--- src/p3fs_map.vh ---
// register offsets, field positions and reset values of the port 3 function select block
`ifndef P3FS_MAP_VH
`define P3FS_MAP_VH
`define P3FS_DIR_OFS 12'h000
`define P3FS_FSEL_OFS 12'h004
`define P3FS_TMR_OFS 12'h008
`define P3FS_PIN_OFS 12'h00c
`define P3FS_DIR_RST 4'h0
`define P3FS_FSEL_RST 8'h00
`define P3FS_TMR_RST 9'h000
`define P3FS_FLD33 1:0
`define P3FS_FLD34 3:2
`define P3FS_FLD35 5:4
`define P3FS_FLD37 7:6
`define P3FS_TMR_EA 0
`define P3FS_TMR_TWO_PHASE_PULSE_MODE_BIT 1
`define P3FS_TMR_IOA_LO 2
`define P3FS_TMR_EDGE_LO 5
`define P3FS_TMR_CDIR 7
`define P3FS_TMR_DDIR 8
`define P3FS_SEL_GPIO 2'h0
`define P3FS_SEL_F1 2'h1
`define P3FS_SEL_F2 2'h2
`define P3FS_SEL_F3 2'h3
`define P3FS_IOA_COMPARE 3'h1
`endif

--- src/p3fs_port3_function_select.v ---
// port 3 function select: apb registers, per-pin muxing and peripheral routing
// Summary of operation
// pin 3.3: 00 gpio by direction, 01 timer external clock, 10 irq three input.
// pin 3.4: 00 gpio by direction, 01 timer channel c, 10 irq two input.
// pin 3.5: 00 gpio, 01 channel d, 10 key wakeup two, 11 comparator out.
// pin 3.7: 00 gpio, 01 converter trigger, 10 timer j pulse, 11 channel d.
// direction bit is ignored whenever a nonzero select field picks a peripheral.
// channel c pin direction follows the timer channel c configuration.
// channel d on pin 3.5 or 3.7, direction from timer channel d configuration.
// channel a drives compare waveform when permit 0, two-phase 1, io 001.
// software sets timer mode, then other registers, then output permits.
// comparator analog and reference inputs stay connected during gpio input.
`timescale 1ns/10ps
`include "p3fs_map.vh"
module p3fs_port3_function_select #(
  parameter ADDR_W = 12
) (
  input wire clk_sys_i,
  input wire sys_rst_i,
  input wire psel_i,
  input wire penable_i,
  input wire pwrite_i,
  input wire [ADDR_W-1:0] paddr_i,
  input wire [31:0] pwdata_i,
  output reg [31:0] prdata_o,
  output reg pready_o,
  output reg pslverr_o,
  input wire [3:0] pin_i,
  output reg [3:0] pin_o,
  output reg [3:0] pin_oe_n_o,
  input wire [3:0] gpio_out_i,
  output reg [3:0] gpio_in_o,
  input wire timer_c_channel_a_wave_i,
  output reg timer_c_channel_a_pin_o,
  output reg timer_c_channel_a_pin_oe_n_o,
  input wire timer_c_channel_c_wave_i,
  output reg timer_c_channel_c_capture_o,
  input wire timer_c_channel_d_wave_i,
  output reg timer_c_channel_d_capture_o,
  output reg timer_c_external_clock_in_o,
  output reg external_irq_three_in_o,
  output reg external_irq_two_in_o,
  output reg key_wakeup_two_in_o,
  input wire comparator_three_out_i,
  output reg comparator_three_analog_en_o,
  output reg comparator_three_reference_en_o,
  output reg converter_start_trigger_in_o,
  input wire timer_j_pulse_out_i
);
  // pin order inside vectors: 0 = 3.3, 1 = 3.4, 2 = 3.5, 3 = 3.7
  reg [3:0] dir_q;
  reg [7:0] fsel_q;
  reg [8:0] tmr_q;
  reg [31:0] rdata_d;
  reg err_d;
  wire [3:0] gpin_w;
  wire [3:0] cell_pin_w;
  wire [3:0] cell_oe_n_w;
  wire access_w;
  wire done_w;
  wire chan_a_cmp_w;
  wire sel33_f1_w;
  wire sel33_f2_w;
  wire sel34_f1_w;
  wire sel34_f2_w;
  wire sel35_f1_w;
  wire sel35_f2_w;
  wire sel37_f1_w;
  wire sel37_f3_w;
  wire [3:0] fn_dir0_w;
  wire [3:0] fn_out0_w;
  wire [3:0] fn_dir1_w;
  wire [3:0] fn_out1_w;
  wire [3:0] fn_dir2_w;
  wire [3:0] fn_out2_w;
  wire [3:0] fn_dir3_w;
  wire [3:0] fn_out3_w;
  // decode of an offset match, shared by read and write paths
  function hit;
    input [ADDR_W-1:0] a;
    input [11:0] ofs;
    begin
      hit = (a == ofs[ADDR_W-1:0]);
    end
  endfunction
  // compare one two-bit select field against a function code
  function sel_is;
    input [1:0] fld;
    input [1:0] code;
    begin
      sel_is = (fld == code);
    end
  endfunction
  assign access_w = psel_i & penable_i & ~pready_o;
  // an access completes at the edge that sees pready high
  assign done_w = psel_i & penable_i & pready_o;
  // register writes take effect at the completing edge
  always @(posedge clk_sys_i) begin
    if (sys_rst_i) begin
      dir_q <= `P3FS_DIR_RST;
      fsel_q <= `P3FS_FSEL_RST;
      tmr_q <= `P3FS_TMR_RST;
    end else if (done_w & pwrite_i) begin
      if (hit(paddr_i, `P3FS_DIR_OFS)) begin
        dir_q <= pwdata_i[3:0];
      end else if (hit(paddr_i, `P3FS_FSEL_OFS)) begin
        fsel_q <= pwdata_i[7:0];
      end else if (hit(paddr_i, `P3FS_TMR_OFS)) begin
        tmr_q <= pwdata_i[8:0];
      end
    end
  end
  always @* begin
    rdata_d = 32'h0000_0000;
    err_d = 1'b0;
    if (hit(paddr_i, `P3FS_DIR_OFS)) begin
      rdata_d[3:0] = dir_q;
    end else if (hit(paddr_i, `P3FS_FSEL_OFS)) begin
      rdata_d[7:0] = fsel_q;
    end else if (hit(paddr_i, `P3FS_TMR_OFS)) begin
      rdata_d[8:0] = tmr_q;
    end else if (hit(paddr_i, `P3FS_PIN_OFS)) begin
      rdata_d[3:0] = pin_i;
      err_d = pwrite_i;
    end else begin
      err_d = 1'b1;
    end
  end
  // one wait state: pready rises in the second access cycle
  always @(posedge clk_sys_i) begin
    if (sys_rst_i) begin
      pready_o <= 1'b0;
      pslverr_o <= 1'b0;
      prdata_o <= 32'h0000_0000;
    end else begin
      pready_o <= access_w;
      pslverr_o <= access_w & err_d;
      prdata_o <= (access_w & ~pwrite_i) ? rdata_d : 32'h0000_0000;
    end
  end
  // channel a compare output; edge-select bits deliberately unused
  assign chan_a_cmp_w = ~tmr_q[`P3FS_TMR_EA] & tmr_q[`P3FS_TMR_TWO_PHASE_PULSE_MODE_BIT] &
    (tmr_q[`P3FS_TMR_IOA_LO+2:`P3FS_TMR_IOA_LO] == `P3FS_IOA_COMPARE);
  // per-pin function tables, indexed by select value (bit 0 unused at 00)
  assign fn_dir0_w = 4'h0;
  assign fn_out0_w = 4'h0;
  assign fn_dir1_w = {1'b0, 1'b0, tmr_q[`P3FS_TMR_CDIR], 1'b0};
  assign fn_out1_w = {1'b0, 1'b0, timer_c_channel_c_wave_i, 1'b0};
  assign fn_dir2_w = {1'b1, 1'b0, tmr_q[`P3FS_TMR_DDIR], 1'b0};
  assign fn_out2_w = {comparator_three_out_i, 1'b0, timer_c_channel_d_wave_i, 1'b0};
  assign fn_dir3_w = {tmr_q[`P3FS_TMR_DDIR], 1'b1, 1'b0, 1'b0};
  assign fn_out3_w = {timer_c_channel_d_wave_i, timer_j_pulse_out_i, 1'b0, 1'b0};
  // select decodes shared by the input routing
  assign sel33_f1_w = sel_is(fsel_q[`P3FS_FLD33], `P3FS_SEL_F1);
  assign sel33_f2_w = sel_is(fsel_q[`P3FS_FLD33], `P3FS_SEL_F2);
  assign sel34_f1_w = sel_is(fsel_q[`P3FS_FLD34], `P3FS_SEL_F1);
  assign sel34_f2_w = sel_is(fsel_q[`P3FS_FLD34], `P3FS_SEL_F2);
  assign sel35_f1_w = sel_is(fsel_q[`P3FS_FLD35], `P3FS_SEL_F1);
  assign sel35_f2_w = sel_is(fsel_q[`P3FS_FLD35], `P3FS_SEL_F2);
  assign sel37_f1_w = sel_is(fsel_q[`P3FS_FLD37], `P3FS_SEL_F1);
  assign sel37_f3_w = sel_is(fsel_q[`P3FS_FLD37], `P3FS_SEL_F3);
  p3fs_pin_cell u_cell33 (
    .clk_sys_i(clk_sys_i),
    .sys_rst_i(sys_rst_i),
    .sel_i(fsel_q[`P3FS_FLD33]),
    .gpio_dir_i(dir_q[0]),
    .gpio_out_i(gpio_out_i[0]),
    .fn_dir_i(fn_dir0_w),
    .fn_out_i(fn_out0_w),
    .pin_o(cell_pin_w[0]),
    .pin_oe_n_o(cell_oe_n_w[0]),
    .is_gpio_in_o(gpin_w[0])
  );
  p3fs_pin_cell u_cell34 (
    .clk_sys_i(clk_sys_i),
    .sys_rst_i(sys_rst_i),
    .sel_i(fsel_q[`P3FS_FLD34]),
    .gpio_dir_i(dir_q[1]),
    .gpio_out_i(gpio_out_i[1]),
    .fn_dir_i(fn_dir1_w),
    .fn_out_i(fn_out1_w),
    .pin_o(cell_pin_w[1]),
    .pin_oe_n_o(cell_oe_n_w[1]),
    .is_gpio_in_o(gpin_w[1])
  );
  p3fs_pin_cell u_cell35 (
    .clk_sys_i(clk_sys_i),
    .sys_rst_i(sys_rst_i),
    .sel_i(fsel_q[`P3FS_FLD35]),
    .gpio_dir_i(dir_q[2]),
    .gpio_out_i(gpio_out_i[2]),
    .fn_dir_i(fn_dir2_w),
    .fn_out_i(fn_out2_w),
    .pin_o(cell_pin_w[2]),
    .pin_oe_n_o(cell_oe_n_w[2]),
    .is_gpio_in_o(gpin_w[2])
  );
  p3fs_pin_cell u_cell37 (
    .clk_sys_i(clk_sys_i),
    .sys_rst_i(sys_rst_i),
    .sel_i(fsel_q[`P3FS_FLD37]),
    .gpio_dir_i(dir_q[3]),
    .gpio_out_i(gpio_out_i[3]),
    .fn_dir_i(fn_dir3_w),
    .fn_out_i(fn_out3_w),
    .pin_o(cell_pin_w[3]),
    .pin_oe_n_o(cell_oe_n_w[3]),
    .is_gpio_in_o(gpin_w[3])
  );
  // direction bit only consulted inside the cell at select 00
  always @* begin
    pin_o = cell_pin_w;
    pin_oe_n_o = cell_oe_n_w;
  end
  // input routing to peripherals, registered; unselected inputs read 0
  // gpio input data is the plain pin level, whatever the function
  always @(posedge clk_sys_i) begin
    if (sys_rst_i) begin
      gpio_in_o <= 4'h0;
    end else begin
      gpio_in_o <= pin_i;
    end
  end
  // timer external clock on pin 3.3
  always @(posedge clk_sys_i) begin
    if (sys_rst_i) begin
      timer_c_external_clock_in_o <= 1'b0;
    end else begin
      timer_c_external_clock_in_o <= sel33_f1_w & pin_i[0];
    end
  end
  // external interrupt three on pin 3.3
  always @(posedge clk_sys_i) begin
    if (sys_rst_i) begin
      external_irq_three_in_o <= 1'b0;
    end else begin
      external_irq_three_in_o <= sel33_f2_w & pin_i[0];
    end
  end
  // external interrupt two on pin 3.4
  always @(posedge clk_sys_i) begin
    if (sys_rst_i) begin
      external_irq_two_in_o <= 1'b0;
    end else begin
      external_irq_two_in_o <= sel34_f2_w & pin_i[1];
    end
  end
  // key wakeup two on pin 3.5
  always @(posedge clk_sys_i) begin
    if (sys_rst_i) begin
      key_wakeup_two_in_o <= 1'b0;
    end else begin
      key_wakeup_two_in_o <= sel35_f2_w & pin_i[2];
    end
  end
  // converter start trigger on pin 3.7
  always @(posedge clk_sys_i) begin
    if (sys_rst_i) begin
      converter_start_trigger_in_o <= 1'b0;
    end else begin
      converter_start_trigger_in_o <= sel37_f1_w & pin_i[3];
    end
  end
  // channel c capture only while the timer holds channel c as input
  always @(posedge clk_sys_i) begin
    if (sys_rst_i) begin
      timer_c_channel_c_capture_o <= 1'b0;
    end else begin
      timer_c_channel_c_capture_o <= sel34_f1_w & ~tmr_q[`P3FS_TMR_CDIR] & pin_i[1];
    end
  end
  // channel d capture: pin 3.5 wins when both pins carry the function
  always @(posedge clk_sys_i) begin
    if (sys_rst_i) begin
      timer_c_channel_d_capture_o <= 1'b0;
    end else if (sel35_f1_w & ~tmr_q[`P3FS_TMR_DDIR]) begin
      timer_c_channel_d_capture_o <= pin_i[2];
    end else if (sel37_f3_w & ~tmr_q[`P3FS_TMR_DDIR]) begin
      timer_c_channel_d_capture_o <= pin_i[3];
    end else begin
      timer_c_channel_d_capture_o <= 1'b0;
    end
  end
  // comparator inputs stay connected while their pins are gpio inputs
  always @(posedge clk_sys_i) begin
    if (sys_rst_i) begin
      comparator_three_analog_en_o <= 1'b1;
    end else begin
      comparator_three_analog_en_o <= gpin_w[0];
    end
  end
  always @(posedge clk_sys_i) begin
    if (sys_rst_i) begin
      comparator_three_reference_en_o <= 1'b1;
    end else begin
      comparator_three_reference_en_o <= gpin_w[1];
    end
  end
  // channel a pin drives the compare waveform only in the compare setting
  always @(posedge clk_sys_i) begin
    if (sys_rst_i) begin
      timer_c_channel_a_pin_o <= 1'b0;
    end else begin
      timer_c_channel_a_pin_o <= chan_a_cmp_w & timer_c_channel_a_wave_i;
    end
  end
  always @(posedge clk_sys_i) begin
    if (sys_rst_i) begin
      timer_c_channel_a_pin_oe_n_o <= 1'b1;
    end else begin
      timer_c_channel_a_pin_oe_n_o <= ~chan_a_cmp_w;
    end
  end
endmodule // p3fs_port3_function_select

--- src/p3fs_pin_cell.v ---
// one port 3 pin: function decode into a registered output value and output enable
`timescale 1ns/10ps
`include "p3fs_map.vh"
module p3fs_pin_cell (
  input wire clk_sys_i,
  input wire sys_rst_i,
  input wire [1:0] sel_i,
  input wire gpio_dir_i,
  input wire gpio_out_i,
  input wire [3:0] fn_dir_i,
  input wire [3:0] fn_out_i,
  output reg pin_o,
  output reg pin_oe_n_o,
  output reg is_gpio_in_o
);
  reg drv_d;
  reg val_d;
  always @* begin
    if (sel_i == `P3FS_SEL_GPIO) begin
      drv_d = gpio_dir_i;
      val_d = gpio_out_i;
    end else begin
      drv_d = fn_dir_i[sel_i];
      val_d = fn_out_i[sel_i];
    end
  end
  always @(posedge clk_sys_i) begin
    if (sys_rst_i) begin
      pin_o <= 1'b0;
      pin_oe_n_o <= 1'b1;
      is_gpio_in_o <= 1'b1;
    end else begin
      pin_o <= val_d & drv_d;
      pin_oe_n_o <= ~drv_d;
      is_gpio_in_o <= (sel_i == `P3FS_SEL_GPIO) & ~gpio_dir_i;
    end
  end
endmodule // p3fs_pin_cell

--- config.mk ---
export PLATFORM = sky130hd
export DESIGN_NAME = p3fs_port3_function_select
export DESIGN_NICKNAME = d
export VERILOG_FILES = /design/src/p3fs_port3_function_select.v /design/src/p3fs_pin_cell.v
export VERILOG_INCLUDE_DIRS = /design/src
export SDC_FILE = /design/constraint.sdc
export NUM_CORES = 1
export LEC_CHECK = 0
export BUFFER_PORTS_ARGS = -buffer_cell sky130_fd_sc_hd__buf_2
export CORE_MARGIN = 1.5
export CORE_UTILIZATION = 35
export CTS_BUF_LIST = sky130_fd_sc_hd__clkbuf_4 sky130_fd_sc_hd__clkbuf_8
export CTS_CLUSTER_DIAMETER = 50
export DETAILED_ROUTE_END_ITERATION = 10
export MAX_ROUTING_LAYER = met4
export SKIP_LAST_GASP = 1
export SLEW_MARGIN = 20
export SYNTH_ARGS = -nofsm -noshare
export SYNTH_HDL_FRONTEND = slang
export SYNTH_SLANG_ARGS = --single-unit
--- constraint.sdc ---
create_clock -name clk_sys_i -period 1.7 [get_ports clk_sys_i]
set_input_delay 0.17 -clock clk_sys_i [delete_from_list [all_inputs] [get_ports clk_sys_i]]
set_output_delay 0.17 -clock clk_sys_i [all_outputs]
set_load 0.03 [all_outputs]
==> impl_metrics.ini, run 1 <==
[power_and_ir_drop]
p_leak_nw = 1.41
power_mw = 2.90
max-vdd-ir-drop_uv = 378
pwr-share-clk = 0.459
powerDensity_mw_per_mm2 = 961
power_frac_seq = 0.464
switchingPower_mw = 0.657
p_int_mw = 2.24
swShare = 0.227
p_comb_frac = 0.077

[synthesis]
synth_top_cell_area_share = 0.457
synth-warning-count = 0
synth-xor-area-share = 0
synth_area_per_cell_um2 = 10.7
netlist_top_cells_count = dfxtp_1, nand2b_1, buf_4
synth_compound_area_frac = 0.0336
synth.largest_area_cell = dfxtp_1
synthCells = 233
ys_types = 35
synth_mux_area_frac = 0.137
synth_top_family_by_area = simple AND/OR/NAND/NOR gates
synth_area_leaders = dfxtp_1, buf_4, mux2i_1
yosysSeqAreaShare = 0.457
synth_ff_type = dfxtp_1
synth-async-reset-ratio = 0
yosys.area_share.simple = 0.262
synth_edf_count = 0
netlist_area_mm2 = 0.00250
synth_adder_area_share = 0
yosysMostFrequentCell = dfxtp_1
yosys_register_bits = 57

[routing]
viasPerCell = 4.27
totalWireLength_um = 4820
drt_iter0_drc = 69
num_vias = 1707
ant_nets = 0
drc_errors = 0
drtPass1Iterations = 4
wl_per_cell_um = 12.1

[place]
dpl-instance-area_mm2 = 0.00280
dp_cells = 385
gp_congestion = 0.719
port_buffers = 72
dpl.hpwl_um = 3510
dpl_worst_slack_ns = 0.219

[timing]
final.min_clock_period_ns = 1.35
finClkSkew_ns = 0.00584
fin_ws_ns = 0.351
hold_ws_ns = 0.0540
worstMarginPinSlew_ns = 0.506
fin_setup_tns_ns = 0
final_max_slew_viol_count = 0
hold_viol = 0
finalSetupViolCount = 0
period_share = 0.794
maxClockFrequency_mhz = 741
rsz0062_at_grt = no
slew_headroom = 0.660

[cells_and_area]
fin_nets = 362
final_area_mm2 = 0.00302
area_growth_pct = 20.8
instances_no_fill = 400
antennaDiodeCount = 0
final_util = 0.442
drive_gt1_frac = 0.355
nFillCells = 687

[global_route]
grt_max_degree = 42
grt_overflow = 0
grt_usage = 0.141
grt_pass1_wl_um = 7740
grt_pass1_vias = 1600
antenna_found_initial = 0

[worst_setup_path]
cp-start-kind = flop
criticalPathCategory = flop to flop
r2r_slack_ns = 0.35
crit_slowest_cell = or4_1
critPathArrivalTime_ns = 1.58
rr_worst_depth = 2
cp_max_fo = 9
crit_required_ns = 1.93
cp_num_cells = 2
path_cells = or4_1, nor3b_1
cp_top_family = simple AND/OR/NAND/NOR gates
r2r_start = pready_o
r2r_end = prdata_o[1]
crit_path_end_kind = flop
path_buf_inv = 0
max_stage_delay_ns = 0.67

[clock_tree]
cts_buffers = 9
h-tree-depth = 3
path_clk_slew_ns = 0.06
ctsLongestPathBuffers = 2
cts_resized = 0
insertion_delay_ns = 0.33
clock_sinks = 57
cts_tree = yes
cts_setup_buffers = 0
hold_buffers = 0
root_buffer = clkbuf_8

[hold_path]
min_path_cells = 3
holdCritPathClass = primary input to flop
hp-start = gpio_out_i[0]
hold_path_end = u_cell33.pin_o

[die]
die_w_um = 87.5
coreArea_mm2 = 0.00683
dieArea_mm2 = 0.00765
start_util = 0.366
die_h_um = 87.5
io_pins = 119
num_rows = 30

[status]
status = finished, final reports clean

[job]
drv_cap = 0
## cell usage in the layout, fill, tap and decap left out
master / instances
nand2b_1: 32
nor4_4: 2
nand3_2: 1
mux2i_1: 23
mux2_2: 2
nor4b_2: 2
or3_1: 2
nor2_1: 9
mux4_2: 4
a21oi_1: 2
nor2b_1: 7
a22oi_1: 6
a21o_1: 1
nand4_4: 2
dfxtp_1: 57
nor4_1: 1
or4_1: 2
o21a_1: 1
nand3_1: 1
nor3_1: 9
inv_1: 2
buf_4: 1
conb_1: 23
o21ai_0: 1
nand4_2: 1
clkinv_2: 1
bufinv_16: 1
and4_1: 2
nand2_1: 3
and3_1: 2
and3b_1: 5
a211o_1: 1
or3b_2: 1
nor3b_1: 4
clkbuf_8: 13
or2_2: 5
buf_2: 72
## worst max path at each step
stage | start | endpoint | slack (ns)
after floorplan | pready_o | tmr_q[7] | 0.29
after global routing | pready_o | prdata_o[1] | 0.28
after detailed placement | paddr_i[7] | prdata_o[1] | 0.22
final | pready_o | prdata_o[1] | 0.35
after CTS | pready_o | prdata_o[1] | 0.36
after global placement | paddr_i[9] | pslverr_o | 0.23
## state kept, by name (all words and copies together) (netlist names), 4 cells and up
register / cells
prdata_o: 9
tmr_q: 9
fsel_q: 8
dir_q: 4
gpio_in_o: 4
## cell type report
class,instances,area [um^2],area share
clock inverter,2,35.0,0.0116
inverter,2,7.51,0.00249
multi-input combinational,157,1170,0.387
timing repair buffer,73,368,0.122
tap,96,120,0.0398
sequential,57,1140,0.378
clock buffer,13,179,0.0593
## layer usage
metal / up-vias / routed length (um) / track usage
met4: 0 / 112 / 0.0909
met3: 10 / 207 / 0.0332
met2: 53 / 2200 / 0.208
li1: 886 / - / -
met5: - / 0 / -
met1: 758 / 2300 / 0.172
## worst min-delay path, delay by kind of cell
kind | cells | cell delay [ns]
buffers and inverters | 2 | 0.13
and+or+nand+nor | 1 | 0.03
## logic make-up after synthesis
kind of cell	count (synthesis)
compound gates	12
other cells	1
mux	29
simple gates	93
buf+inv	41
flops	57
## power by group through the flow
stage / clock network (mW) / registers [mW] / logic (mW)
2_1_floorplan: 0 / 1.39 / 0.177
3_3_place_gp: 0 / 1.37 / 0.223
3_5_place_dp: 0 / 1.37 / 0.224
4_1_cts: 1.37 / 1.34 / 0.225
5_1_grt: 1.44 / 1.34 / 0.241
6_report: 1.33 / 1.34 / 0.223
Note: power is estimated with default switching activity, not from simulation.
==> run 2: changes to the inputs <==
--- a/config.mk
+++ b/config.mk
@@ -6,6 +6,7 @@
 export SDC_FILE = /design/constraint.sdc
 export NUM_CORES = 1
 export LEC_CHECK = 0
+export ABC_AREA = 1
 export BUFFER_PORTS_ARGS = -buffer_cell sky130_fd_sc_hd__buf_2
 export CORE_MARGIN = 1.5
 export CORE_UTILIZATION = 35
==> constraint.sdc (replaced) <==
create_clock -name clk_sys_i -period 1.3 [get_ports clk_sys_i]
set_input_delay 0.13 -clock clk_sys_i [delete_from_list [all_inputs] [get_ports clk_sys_i]]
set_output_delay 0.13 -clock clk_sys_i [all_outputs]
set_load 0.03 [all_outputs]
==> impl_metrics.ini, run 2 <==
[routing]
wl_per_cell_um = 11.5
drtPass1Iterations = 4
ant_nets = 0
viasPerCell = 4.47
drc_errors = 0
drt_iter0_drc = 153
num_vias = 2247
totalWireLength_um = 5790

[synthesis]
synth.largest_area_cell = dfxtp_1
synth_area_leaders = dfxtp_1, buf_4, nand2_1
yosysMostFrequentCell = dfxtp_1
synthCells = 314
synth_edf_count = 0
ys_types = 29
synth-warning-count = 0
synth_top_cell_area_share = 0.465
netlist_top_cells_count = dfxtp_1, nand2_1, nor2_1
yosys_register_bits = 57
synth_area_per_cell_um2 = 7.81
yosysSeqAreaShare = 0.465
synth_ff_type = dfxtp_1
synth-async-reset-ratio = 0
netlist_area_mm2 = 0.00245

[hold_path]
min_path_cells = 3
hold_path_end = fsel_q[6]
holdCritPathClass = primary input to flop
hp-start = pwdata_i[6]

[worst_setup_path]
max_stage_delay_ns = 0.32
criticalPathCategory = flop to flop
crit_required_ns = 1.57
r2r_end = tmr_q[7]
crit_slowest_cell = dfxtp_2
path_cells = nand2_1, nor2_4, buf_4, buf_4, nand4_1, a21oi_1
cp-start-kind = flop
rr_worst_depth = 6
crit_path_start = pready_o
r2r_start = pready_o
critPathArrivalTime_ns = 1.52
critical_path.most_common_cell = buf_4
r2r_slack_ns = 0.05
cp_max_fo = 9
crit_path_end_kind = flop

[place]
dp_cells = 484
gp_congestion = 0.850
port_buffers = 72
dpl-instance-area_mm2 = 0.00288
dpl_worst_slack_ns = -0.0195
dpl.hpwl_um = 4280

[timing]
final.min_clock_period_ns = 1.25
fin_setup_tns_ns = 0
maxClockFrequency_mhz = 801
period_share = 0.960
finalSetupViolCount = 0
rsz0062_at_grt = yes
hold_ws_ns = 0.0375
finClkSkew_ns = 0.00533
hold_viol = 0
final_max_slew_viol_count = 0
fin_ws_ns = 0.0517

[cells_and_area]
instances_no_fill = 503
regArea_mm2 = 0.00114
final_area_mm2 = 0.00317
nFillCells = 679
layout.cells.most_common = buf_2
final_util = 0.466
multi_input_area_mm2 = 0.00105
area_growth_pct = 29.2
fin_nets = 464
drive_gt1_frac = 0.302
top_regs = prdata_o (9), tmr_q (9), fsel_q (8)
layout_common_cells = buf_2, dfxtp_1, nand2_1
antennaDiodeCount = 0

[power_and_ir_drop]
max-vdd-ir-drop_uv = 521
powerDensity_mw_per_mm2 = 1260
power_mw = 3.99
p_leak_nw = 1.53

[status]
status = finished, final reports clean

[die]
io_pins = 119
die_w_um = 86.7
num_rows = 30
coreArea_mm2 = 0.00679
dieArea_mm2 = 0.00752
start_util = 0.361
die_h_um = 86.7

[global_route]
antenna_found_initial = 0
grt_pass1_vias = 1925
grt_pass1_wl_um = 8940
grt_usage = 0.164
grt_max_degree = 17
grt_overflow = 0

[clock_tree]
path_clk_slew_ns = 0.06
cts_tree = yes
cts_buffers = 9
h-tree-depth = 3
root_buffer = clkbuf_8
insertion_delay_ns = 0.34
ctsLongestPathBuffers = 2
clock_sinks = 57

[job]
drv_cap = 0
==> run 2: cell types whose count changed in the layout (fill, tap and decap cells not counted), moves of 7 or more <==
| cell | previous run | this run |
|---|---|---|
| a21oi_1 | 2 | 17 |
| mux2i_1 | 23 | 0 |
| nor2b_1 | 7 | 0 |
| buf_4 | 1 | 19 |
| nand2_1 | 3 | 55 |
| nand3_1 | 1 | 29 |
| nand2b_1 | 32 | 0 |
| nor2_1 | 9 | 41 |
| inv_1 | 2 | 23 |
| nand4_1 | 0 | 14 |
==> run 2: what timing repair did <==
item | CTS | global route
buffers inserted | 0 | 0
endpoints found under the hold margin | 2 | 0
hold buffers | 2 | 0
setup endpoints to repair | 4 | 10
cloned | 0 | 1
resized for setup | 1 | 2
pin swaps | 1 | 2
==> run 2: how the worst max path moves through the flow <==
stage,end
floorplan,fsel_q[0]
global placement,fsel_q[5]
detailed placement,prdata_o[4]
CTS,prdata_o[4]
global route,tmr_q[5]
finish,tmr_q[7]
==> run 2: kinds of logic (layout without fill, tap and decap cells) <==
kind of cell,Yosys count,in the layout,synth area share
compound gates,30,30,0.0663
buf+inv,65,135,0.154
flops,57,57,0.465
other cells,1,23,0.00153
simple gates,161,162,0.313
==> run 2: metal layers <==
metal | part of all wire | GRT usage | up-vias | routed length [um]
li1 | - | - | 1151 | -
met1 | 0.46 | 0.201 | 974 | 2640
met2 | 0.45 | 0.241 | 113 | 2620
met3 | 0.075 | 0.0629 | 9 | 436
met4 | 0.017 | 0.0733 | 0 | 97
met5 | 0 | - | - | 0
==> run 2: cell type report <==
type / count / area share
multi-input cells: 215 / 0.330
clock buffers: 12 / 0.0521
repair buffers: 93 / 0.165
clock inverters: 4 / 0.0233
well taps: 96 / 0.0379
flip-flops and latches: 57 / 0.361
inverters: 26 / 0.0308
==> run 2: where the power goes <==
part	leakage, nW	internal, mW	total (mW)	switching, mW
clock network	0.123	1.23	1.93	0.695
registers	0.461	1.76	1.76	0.00196
logic	0.950	0.0852	0.297	0.212
==> run 2: critical path, delay by kind of cell (launching register included) <==
kind	cells	cell delay (ns)
and+or+nand+nor	3	0.41
DFF	1	0.32
AOI/OAI and AO/OA	1	0.14
buffers and inverters	2	0.31
==> run 3: changes to the inputs <==
==> constraint.sdc (replaced) <==
create_clock -name clk_sys_i -period 1.3 [get_ports clk_sys_i]
set_input_delay 0.065 -clock clk_sys_i [delete_from_list [all_inputs] [get_ports clk_sys_i]]
set_output_delay 0.065 -clock clk_sys_i [all_outputs]
set_load 0.03 [all_outputs]
==> impl_metrics.ini, run 3 (synthesized netlist as in run 2, its figures left out) <==
[place]
gp_congestion = 0.839
port_buffers = 72
dpl_worst_slack_ns = 0.0167
dp_cells = 477
dpl-instance-area_mm2 = 0.00284
dpl.hpwl_um = 4260

[power_and_ir_drop]
switchingPower_mw = 0.898
max-vdd-ir-drop_uv = 538
p_comb_frac = 0.085
powerDensity_mw_per_mm2 = 1160
pwr-share-clk = 0.436
swShare = 0.244
p_leak_nw = 1.52
p_int_mw = 2.78
power_frac_seq = 0.478
power_mw = 3.68

[global_route]
grt_overflow = 0
grt_pass1_wl_um = 9050
grt_usage = 0.164
grt_max_degree = 17
antenna_found_initial = 0
grt_pass1_vias = 1930

[cells_and_area]
area_growth_pct = 29.7
instances_no_fill = 504
nFillCells = 687
antennaDiodeCount = 0
layout.cells.most_common = buf_2
layout_common_cells = buf_2, dfxtp_1, nand2_1
final_util = 0.468
fin_nets = 466
final_area_mm2 = 0.00318
top_regs = prdata_o (9), tmr_q (9), fsel_q (8)
drive_gt1_frac = 0.287

[timing]
final.min_clock_period_ns = 1.27
finClkSkew_ns = 0.0103
fin_ws_ns = 0.0345
hold_viol = 0
rsz0062_at_grt = yes
final_max_slew_viol_count = 0
period_share = 0.973
hold_ws_ns = 0.0102
maxClockFrequency_mhz = 790
finalSetupViolCount = 0
fin_setup_tns_ns = 0

[die]
io_pins = 119
start_util = 0.361
die_w_um = 86.7
coreArea_mm2 = 0.00679
die_h_um = 86.7
num_rows = 30
dieArea_mm2 = 0.00752

[worst_setup_path]
cp-start-kind = flop
criticalPathCategory = flop to flop
crit_required_ns = 1.57
crit_path_start = pready_o
crit_path_end_kind = flop
cp_max_fo = 9
r2r_start = pready_o
critPathArrivalTime_ns = 1.53

[clock_tree]
clock_sinks = 57
root_buffer = clkbuf_8
cts_buffers = 9
cts_tree = yes
ctsLongestPathBuffers = 2
cts_setup_buffers = 0
path_clk_slew_ns = 0.06
h-tree-depth = 3
insertion_delay_ns = 0.34

[routing]
drc_errors = 0
num_vias = 2238
drtPass1Iterations = 4
ant_nets = 0
totalWireLength_um = 5700
drt_iter0_drc = 158
wl_per_cell_um = 11.3
viasPerCell = 4.44

[job]
drv_cap = 0

[hold_path]
holdCritPathClass = primary input to flop
hp-start = pin_i[1]

[status]
status = finished, final reports clean
==> run 3: critical path: stages, from the launching register on <==
cell and delay, ns:
dfxtp_2 0.34, nand2_1 0.09, nor2_4 0.20, buf_4 0.16, buf_4 0.15, nand4_1 0.12, a21oi_2 0.14
==> run 3: layout make-up <==
class	instances	area, um^2	area share
Sequential cell	57	1140	0.359
Multi-Input combinational cell	214	1040	0.327
Timing Repair Buffer	96	583	0.183
Clock buffer	10	138	0.0433
Tap cell	96	120	0.0378
Inverter	26	101	0.0319
Clock inverter	5	56.3	0.0177
==> run 3: what timing repair did <==
action / CTS / global route
hold buffers: 12 / 0
setup endpoints to repair: 0 / 23
hold endpoints to repair: 12 / 0
gates resized for setup: 0 / 6
==> run 3: final timing paths <==
| kind | end | slack (ns) | cells past startpoint |
|---|---|---|---|
| worst max-delay path | tmr_q[1] | 0.03 | 6 |
| worst max register to register | tmr_q[1] | 0.03 | 6 |
| worst min-delay path | gpio_in_o[1] | 0.01 | 3 |
| worst min register to register | comparator_three_reference_en_o | 0.40 | 1 |
==> run 3: per-layer routing <==
| metal | global-route usage | wire (um) | share of wire |
|---|---|---|---|
| met1 | 0.205 | 2630 | 0.46 |
| met2 | 0.244 | 2610 | 0.46 |
| met3 | 0.0381 | 388 | 0.068 |
| met4 | 0.0909 | 70 | 0.012 |
| met5 | - | 0 | 0 |
==> run 3: power by group through the flow <==
stage	Clock, mW	Sequential [mW]	Combinational [mW]
2_1_floorplan	0	1.82	0.203
3_3_place_gp	0	1.80	0.281
3_5_place_dp	0	1.80	0.282
4_1_cts	1.65	1.76	0.310
5_1_grt	1.73	1.76	0.338
6_report	1.60	1.76	0.314
